$ cat config.mk
export PLATFORM = sky130hd
export DESIGN_NAME = urx_top
export DESIGN_NICKNAME = d
export VERILOG_FILES = /design/src/verilog/urx_pkg.sv /design/src/verilog/urx_ram_if.sv /design/src/verilog/urx_ram.sv /design/src/verilog/urx_top.sv
export VERILOG_INCLUDE_DIRS = /design/src /design/src/verilog
export SDC_FILE = /design/constraint.sdc
export NUM_CORES = 1
export LEC_CHECK = 0
export BUFFER_PORTS_ARGS = -buffer_cell sky130_fd_sc_hd__buf_4
export CAP_MARGIN = 25
export CORE_ASPECT_RATIO = 2
export CORE_MARGIN = 4
export CORE_UTILIZATION = 50
export CTS_BUF_LIST = sky130_fd_sc_hd__clkbuf_8
export DETAILED_ROUTE_END_ITERATION = 12
export PLACE_DENSITY = 0.64
export SYNTH_ARGS = -nofsm -noshare
export SYNTH_HDL_FRONTEND = slang
export SYNTH_SLANG_ARGS = --single-unit
$ cat constraint.sdc
create_clock -name pclk -period 3.7 [get_ports pclk]
set_input_delay 0.74 -clock pclk [delete_from_list [all_inputs] [get_ports pclk]]
set_output_delay 0.74 -clock pclk [all_outputs]
set_load 0.05 [all_outputs]
$ cat src/verilog/urx_map.svh
`ifndef URX_MAP_SVH
`define URX_MAP_SVH

`define URX_NUM_EP 4
`define URX_EP_W 2
`define URX_PTR_W 5
`define URX_DEPTH 16

// register indices, byte address is four times the index
`define URX_IDX_FLAGS 8'hE5
`define URX_IDX_CTRL 8'hE6
`define URX_IDX_EPSEL 8'hE7
`define URX_IDX_ISTAT 8'hE8
`define URX_IDX_IMASK 8'hE9
`define URX_IDX_DATA 8'hEA

// control bits
`define URX_CTRL_REV 0
`define URX_CTRL_ADV 1
`define URX_CTRL_ARM 2
`define URX_CTRL_CLR 3

// interrupt status bits
`define URX_IS_OVF 0
`define URX_IS_URF 1
`define URX_IS_ADV 2
`define URX_IS_REV 3

`define URX_FLAGS_RESET 8'h08

`endif

$ cat src/verilog/urx_pkg.sv
`include "urx_map.svh"

package urx_pkg;

  typedef struct packed {
    logic [`URX_PTR_W-1:0] wp;
    logic [`URX_PTR_W-1:0] wm;
    logic [`URX_PTR_W-1:0] rp;
    logic [1:0] fif;
    logic ovf;
    logic urf;
    logic arm;
    logic clr;
    logic adv;
    logic rev;
  } urx_ep_t;

  typedef struct packed {
    urx_ep_t [`URX_NUM_EP-1:0] ep;
    logic [`URX_EP_W-1:0] epsel;
    logic [3:0] ist;
    logic [3:0] imask;
    logic [31:0] prdata;
    logic pready;
    logic pslverr;
    logic irq;
  } urx_state_t;

  typedef struct packed {
    logic [7:0] rdata;
  } urx_ram_state_t;

endpackage : urx_pkg

$ cat src/verilog/urx_ram_if.sv
`timescale 1ns/1ps
`default_nettype none

interface urx_ram_if;
  logic we;
  logic [5:0] waddr;
  logic [7:0] wdata;
  logic [5:0] raddr;
  logic [7:0] rdata;
  modport master (output we, output waddr, output wdata, output raddr, input rdata);
  modport slave (input we, input waddr, input wdata, input raddr, output rdata);
endinterface : urx_ram_if

`default_nettype wire

$ cat src/verilog/urx_ram.sv
`timescale 1ns/1ps
`default_nettype none

module urx_ram (
  input wire logic pclk,
  input wire logic presetn,
  urx_ram_if.slave bus
);
  logic [7:0] mem [0:63];
  urx_pkg::urx_ram_state_t r;
  urx_pkg::urx_ram_state_t n;

  always_comb begin
    n = r;
    n.rdata = mem[bus.raddr];
  end

  always_ff @(posedge pclk or negedge presetn) begin
    if (!presetn) begin
      r <= '0;
    end else begin
      r <= n;
    end
  end

  // storage array, no reset needed
  always_ff @(posedge pclk) begin
    if (bus.we) begin
      mem[bus.waddr] <= bus.wdata;
    end
  end

  assign bus.rdata = r.rdata;
endmodule : urx_ram

`default_nettype wire

$ cat src/verilog/urx_top.sv
`timescale 1ns/1ps
`default_nettype none
`include "urx_map.svh"

module urx_top (
  input wire logic pclk,
  input wire logic presetn,
  input wire logic psel,
  input wire logic penable,
  input wire logic pwrite,
  input wire logic [11:0] paddr,
  input wire logic [31:0] pwdata,
  output logic [31:0] prdata,
  output logic pready,
  output logic pslverr,
  input wire logic rx_wr_en,
  input wire logic [1:0] rx_wr_ep,
  input wire logic [7:0] rx_wr_data,
  input wire logic rx_pkt_ok,
  input wire logic rx_pkt_bad,
  output logic irq
);
  urx_pkg::urx_state_t r;
  urx_pkg::urx_state_t n;
  urx_ram_if ram_bus();

  logic ram_we;
  logic [5:0] ram_waddr;
  logic [5:0] ram_raddr;
  logic wr_done;
  logic [7:0] flags_sel;
  logic go_adv0;
  logic go_rev0;

  function automatic logic reg_hit(input logic [11:0] a, input logic [7:0] idx);
    reg_hit = (a == {2'b00, idx, 2'b00});
  endfunction : reg_hit

  function automatic logic ep_full(input urx_pkg::urx_ep_t e);
    ep_full = (e.wp[4] != e.rp[4]) && (e.wp[3:0] == e.rp[3:0]);
  endfunction : ep_full

  function automatic logic ep_empty(input urx_pkg::urx_ep_t e);
    ep_empty = (e.wm == e.rp);
  endfunction : ep_empty

  function automatic logic [1:0] fif_adv(input logic [1:0] f);
    case (f)
      2'h0: fif_adv = 2'h1;
      2'h1: fif_adv = 2'h1;
      2'h2: fif_adv = 2'h3;
      default: fif_adv = f;
    endcase
  endfunction : fif_adv

  function automatic logic [7:0] flag_byte(input urx_pkg::urx_ep_t e);
    flag_byte = {e.fif, 2'b00, ep_empty(e), ep_full(e), e.urf, e.ovf};
  endfunction : flag_byte

  urx_ram u_ram (
    .pclk(pclk),
    .presetn(presetn),
    .bus(ram_bus.slave)
  );

  assign ram_bus.we = ram_we;
  assign ram_bus.waddr = ram_waddr;
  assign ram_bus.wdata = rx_wr_data;
  assign ram_bus.raddr = ram_raddr;

  always_comb begin
    logic [3:0] ev;
    logic [1:0] e;
    logic [1:0] s;
    logic any_hit;
    ev = 4'h0;
    e = rx_wr_ep;
    s = r.epsel;
    any_hit = 1'b0;
    n = r;
    ram_we = 1'b0;
    ram_waddr = 6'h00;
    go_adv0 = 1'b0;
    go_rev0 = 1'b0;
    wr_done = psel && penable && r.pready;
    ram_raddr = {s, r.ep[s].rp[3:0]};
    flags_sel = flag_byte(r.ep[s]);
    for (int i = 0; i < `URX_NUM_EP; i++) begin
      if (r.ep[i].clr) begin
        n.ep[i].wp = 5'h00;
        n.ep[i].wm = 5'h00;
        n.ep[i].rp = 5'h00;
        n.ep[i].fif = 2'h0;
        n.ep[i].ovf = 1'b0;
        n.ep[i].urf = 1'b0;
        n.ep[i].adv = 1'b0;
        n.ep[i].rev = 1'b0;
        n.ep[i].clr = 1'b0;
      end else begin
        if (r.ep[i].adv && !r.ep[i].rev && !r.ep[i].arm) begin
          n.ep[i].wm = r.ep[i].wp;
          n.ep[i].fif = fif_adv(r.ep[i].fif);
          n.ep[i].adv = 1'b0;
          ev[`URX_IS_ADV] = 1'b1;
          if (i == 0) begin
            go_adv0 = 1'b1;
          end
        end
        if (r.ep[i].rev && !r.ep[i].adv && !r.ep[i].arm) begin
          n.ep[i].wp = r.ep[i].wm;
          n.ep[i].rev = 1'b0;
          ev[`URX_IS_REV] = 1'b1;
          if (i == 0) begin
            go_rev0 = 1'b1;
          end
        end
      end
    end
    if (rx_wr_en) begin
      if (ep_full(r.ep[e])) begin
        n.ep[e].ovf = 1'b1;
        ev[`URX_IS_OVF] = 1'b1;
      end else begin
        ram_we = 1'b1;
        ram_waddr = {e, n.ep[e].wp[3:0]};
        n.ep[e].wp = n.ep[e].wp + 5'h01;
      end
    end
    if (r.ep[e].arm && rx_pkt_ok) begin
      n.ep[e].wm = n.ep[e].wp;
      n.ep[e].fif = fif_adv(r.ep[e].fif);
      ev[`URX_IS_ADV] = 1'b1;
    end else if (r.ep[e].arm && rx_pkt_bad) begin
      n.ep[e].wp = n.ep[e].wm;
      ev[`URX_IS_REV] = 1'b1;
    end
    any_hit = reg_hit(paddr, `URX_IDX_FLAGS) || reg_hit(paddr, `URX_IDX_CTRL) ||
              reg_hit(paddr, `URX_IDX_EPSEL) || reg_hit(paddr, `URX_IDX_ISTAT) ||
              reg_hit(paddr, `URX_IDX_IMASK) || reg_hit(paddr, `URX_IDX_DATA);
    n.pready = psel && penable && !r.pready;
    n.pslverr = n.pready && !any_hit;
    if (n.pready && !pwrite) begin
      if (reg_hit(paddr, `URX_IDX_FLAGS)) begin
        n.prdata = {24'h000000, flags_sel};
      end else if (reg_hit(paddr, `URX_IDX_CTRL)) begin
        n.prdata = {28'h0000000, r.ep[s].clr, r.ep[s].arm, r.ep[s].adv, r.ep[s].rev};
      end else if (reg_hit(paddr, `URX_IDX_EPSEL)) begin
        n.prdata = {30'h00000000, r.epsel};
      end else if (reg_hit(paddr, `URX_IDX_ISTAT)) begin
        n.prdata = {28'h0000000, r.ist};
      end else if (reg_hit(paddr, `URX_IDX_IMASK)) begin
        n.prdata = {28'h0000000, r.imask};
      end else if (reg_hit(paddr, `URX_IDX_DATA) && !ep_empty(r.ep[s])) begin
        n.prdata = {24'h000000, ram_bus.rdata};
      end else begin
        n.prdata = 32'h00000000;
      end
    end else if (n.pready) begin
      n.prdata = 32'h00000000;
    end
    if (wr_done && !pwrite && reg_hit(paddr, `URX_IDX_DATA)) begin
      if (ep_empty(r.ep[s])) begin
        n.ep[s].urf = 1'b1;
        ev[`URX_IS_URF] = 1'b1;
      end else begin
        n.ep[s].rp = r.ep[s].rp + 5'h01;
      end
    end
    n.ist = r.ist;
    if (wr_done && pwrite) begin
      if (reg_hit(paddr, `URX_IDX_CTRL)) begin
        n.ep[s].arm = pwdata[`URX_CTRL_ARM];
        n.ep[s].clr = pwdata[`URX_CTRL_CLR];
        if (!pwdata[`URX_CTRL_ARM]) begin
          n.ep[s].adv = pwdata[`URX_CTRL_ADV];
          n.ep[s].rev = pwdata[`URX_CTRL_REV];
        end
      end else if (reg_hit(paddr, `URX_IDX_EPSEL)) begin
        n.epsel = pwdata[1:0];
      end else if (reg_hit(paddr, `URX_IDX_ISTAT)) begin
        n.ist = r.ist & ~pwdata[3:0];
      end else if (reg_hit(paddr, `URX_IDX_IMASK)) begin
        n.imask = pwdata[3:0];
      end
    end
    n.ist = n.ist | ev;
    n.irq = |(n.ist & n.imask);
  end

  always_ff @(posedge pclk or negedge presetn) begin
    if (!presetn) begin
      r <= '0;
    end else begin
      r <= n;
    end
  end

  assign prdata = r.prdata;
  assign pready = r.pready;
  assign pslverr = r.pslverr;
  assign irq = r.irq;

  logic wr_ctrl;
  assign wr_ctrl = wr_done && pwrite && reg_hit(paddr, `URX_IDX_CTRL);
endmodule : urx_top

`default_nettype wire

==> results.toml <==
[floorplanning]
initial_core_util_pct = 50.3
die-height_um = 344
die_width_um = 176
dieArea_um2 = 60600
core-area_um2 = 56200
pin_count = 97
rows = 123

[clocking]
cts.sinks = 633
cts_buffer_depth = 3
htree_levels = 3
cts_tree = "done"
clock_latency_ns = 0.69
numCtsBuffers = 87
root_buffer = "clkbuf_8"
clkTransAtPathRegs_ns = 0.07

[setup_path]
worstPathArrival_ns = 4.06
path_class = "reg -> reg"
path_cells = "buf_4 -> mux2i_1 -> mux2_4 -> inv_8 -> buf_12 -> buf_4 -> a211oi_1 -> a31oi_1 -> o31ai_1 -> nor4_1 -> and3_1"
required_ns = 4.30
cp-start-kind = "flip-flop"
reg2reg_from = "r[44]$_DFFE_PN0P_"
cpMaxStageDelayCell = "dfrtp_2"
slowest_delay_ns = 0.56
r2r-end = "u_ram.bus.rdata[0]$_DFF_PN0_"
r2r_cells = 11
crit_top_cell = "buf_4"
r2r_slack_ns = 0.24
worst_setup_path_end_kind = "flip-flop"
cp_max_fo = 49

[timing]
fmax_mhz = 289
setup_violations = 0
drv_slew = 0
hold_viol = 0
hold-worst-slack_ns = 0.160
setup_tns_ns = 0
fin_skew_ns = 0.0571
period_needed_ns = 3.46
post-route-period-util_pct = 93.5
slew_headroom_pct = 42.6
worstMarginPinSlew_ns = 0.861
rsz0062_at_grt = "no"

[yosys]
syn_avg_cell_area_um2 = 12.3
synth_top_area_share_pct = 54.4
yosysMostFrequentCell = "edfxtp_1"
synthCells = 2299
yosys.area.top_type = "edfxtp_1"
yosysSeqAreaShare_pct = 65.1
ys.flop_type = "edfxtp_1"
synth-async-reset-ratio_pct = 19.1
netlist_area_um2 = 28300
yosysUniqueCellTypes = 73
synth.area.top_cells = "edfxtp_1 54%, dfrtp_1 11%, nand2_1 5.5%, mux2i_1 2.9%, mux4_2 2.7%"
synth_edf_count = 512
synth_seq_cells = 633
synthTopCellsByCount = "512 x edfxtp_1, 415 x nand2_1, 137 x nor2_1"
yosysWarningCount = 0

[global_route]
grt_pass1_wl_um = 123000
grt_pass1_vias = 19782
grt.overflow.total = 0
track_usage_pct = 27.4
grt_antenna_before_repair = 3
grt_max_degree = 154

[cells_and_area]
final_util_pct = 56.7
finalNetCount = 2512
drive_gt1_share_pct = 16.6
syn_to_final_growth_pct = 12.7

[placed_design]
dp_hpwl_um = 57400
port_buffers = 44
gp_congestion = 1.02

[drt]
vias_per_cell = 5.99
route.detailed.drc = 0
vias = 19509
ant_nets = 0
totalWireLength_um = 83500
drtIter0Drc = 1992
first_pass_iters = 6
avgRoutedWirePerCell_um = 25.6

[flow_run]
maxCapViolCount = 0

[pwr]
power.total_mw = 15.0
power_density_nw_per_um2 = 471
p_leak_nw = 11.2
ir_worst_vdd_v = 0.000212

[hold_path]
min_path_type = "in -> async"

[status]
status = "complete, no violations"
## through the flow
stage          cell area, um^2  setup WS [ns]  std cells
2_1_floorplan            28400          0.193       2322
3_3_place_gp             30200       -0.00210       3107
3_5_place_dp             30200         0.0268       3107
4_1_cts                  31800          0.131       3256
5_1_grt                  31900          0.217       3259
6_report                 31900          0.239       3259
## how the worst max path moves through the flow
stage	slack, ns	start	to	depth (start not counted)
5_1_grt	0.22	r[44]$_DFFE_PN0P_	u_ram.bus.rdata[4]$_DFF_PN0_	11
6_report	0.24	r[44]$_DFFE_PN0P_	u_ram.bus.rdata[0]$_DFF_PN0_	11
3_5_place_dp	0.03	rx_wr_ep[0]	u_ram.mem[34][6]$_DFFE_PP_	9
4_1_cts	0.13	r[44]$_DFFE_PN0P_	u_ram.bus.rdata[1]$_DFF_PN0_	8
3_3_place_gp	-0.002	rx_wr_ep[0]	u_ram.mem[34][1]$_DFFE_PP_	9
2_1_floorplan	0.19	rx_wr_ep[0]	u_ram.mem[56][0]$_DFFE_PP_	9
## critical path, delay by kind of cell (launching register included)
family                 cells  cell delay (ns)
flip-flops                 1             0.56
buffers and inverters      4             0.96
AO/OA/AOI/OAI              3             0.64
multiplexers               2             0.44
AND/OR/NAND/NOR            2             0.73
## sequential cells by signal, indices dropped and copies added (netlist names)
name,flops
u_ram.mem,512
pslverr,1
prdata,8
r,102
pready,1
u_ram.bus.rdata,8
irq,1
## timing repair
item	in CTS	in global routing
resized for setup	0	1
endpoints found under the setup margin	0	1
hold buffers	0	0
buffers inserted	0	0
## cells by family (layout without fill, tap and decap cells)
| kind of cell | after synthesis | after routing | synth area share, % |
|---|---|---|---|
| and+or+nand+nor | 943 | 943 | 15.9 |
| DFF | 633 | 633 | 65.1 |
| AOI/OAI and AO/OA | 370 | 370 | 8.64 |
| buffers and inverters | 198 | 384 | 3.40 |
| muxes | 132 | 132 | 6.25 |
| xor gates and xnor gates | 20 | 20 | 0.646 |
| adders and majority gates | 2 | 2 | 0.0885 |
| other | 1 | 25 | 0.0133 |
## report_power, final
part           switching, mW  total, mW  internal [mW]
clock network           2.59       5.26           2.67
registers              0.156       8.09           7.93
logic                   1.12       1.66          0.546
total                   3.87       15.0           11.1
## cell usage in the layout, fill, tap and decap left out, drive strengths merged, types with 10 or more instances in the layout
| cell | count |
|---|---|
| mux2 | 16 |
| nor4 | 23 |
| nor2 | 138 |
| o31ai | 16 |
| and3 | 10 |
| nor3 | 47 |
| nand2b | 24 |
| conb | 24 |
| o22ai | 32 |
| clkinv | 25 |
| clkbuf | 89 |
| dfrtp | 121 |
| inv | 40 |
| mux4 | 34 |
| nor4b | 13 |
| nor2b | 92 |
| o21ai | 54 |
| nand3 | 131 |
| a211oi | 74 |
| nand2 | 415 |
| edfxtp | 512 |
| buf | 219 |
| xnor2 | 12 |
| or2 | 12 |
| a31oi | 77 |
| a32oi | 20 |
| mux2i | 82 |
| a21oi | 53 |
## metal layers
metal  global-route usage (%)  vias to the layer above  routed length [um]  share of wire (%)
met2                     49.5                      843               43900                 53
met5                        0                        -                  39              0.047
met1                     28.4                     9597               27500                 33
li1                         -                     8774                   -                  -
met4                     20.5                        2                7280                8.7
met3                     4.12                      293                4750                5.7
## final cells by class
| cell class | instances | area, um^2 |
|---|---|---|
| Fill cell | 4576 | 24300 |
| Sequential cell | 633 | 18400 |
| Multi-Input combinational cell | 1491 | 9000 |
| Timing Repair Buffer | 219 | 1770 |
| Clock buffer | 89 | 1220 |
| Tap cell | 750 | 938 |
| Clock inverter | 60 | 437 |
| Inverter | 16 | 70.1 |
| Antenna cell | 1 | 2.50 |
No activity file was read; power rests on OpenSTA's default activity.
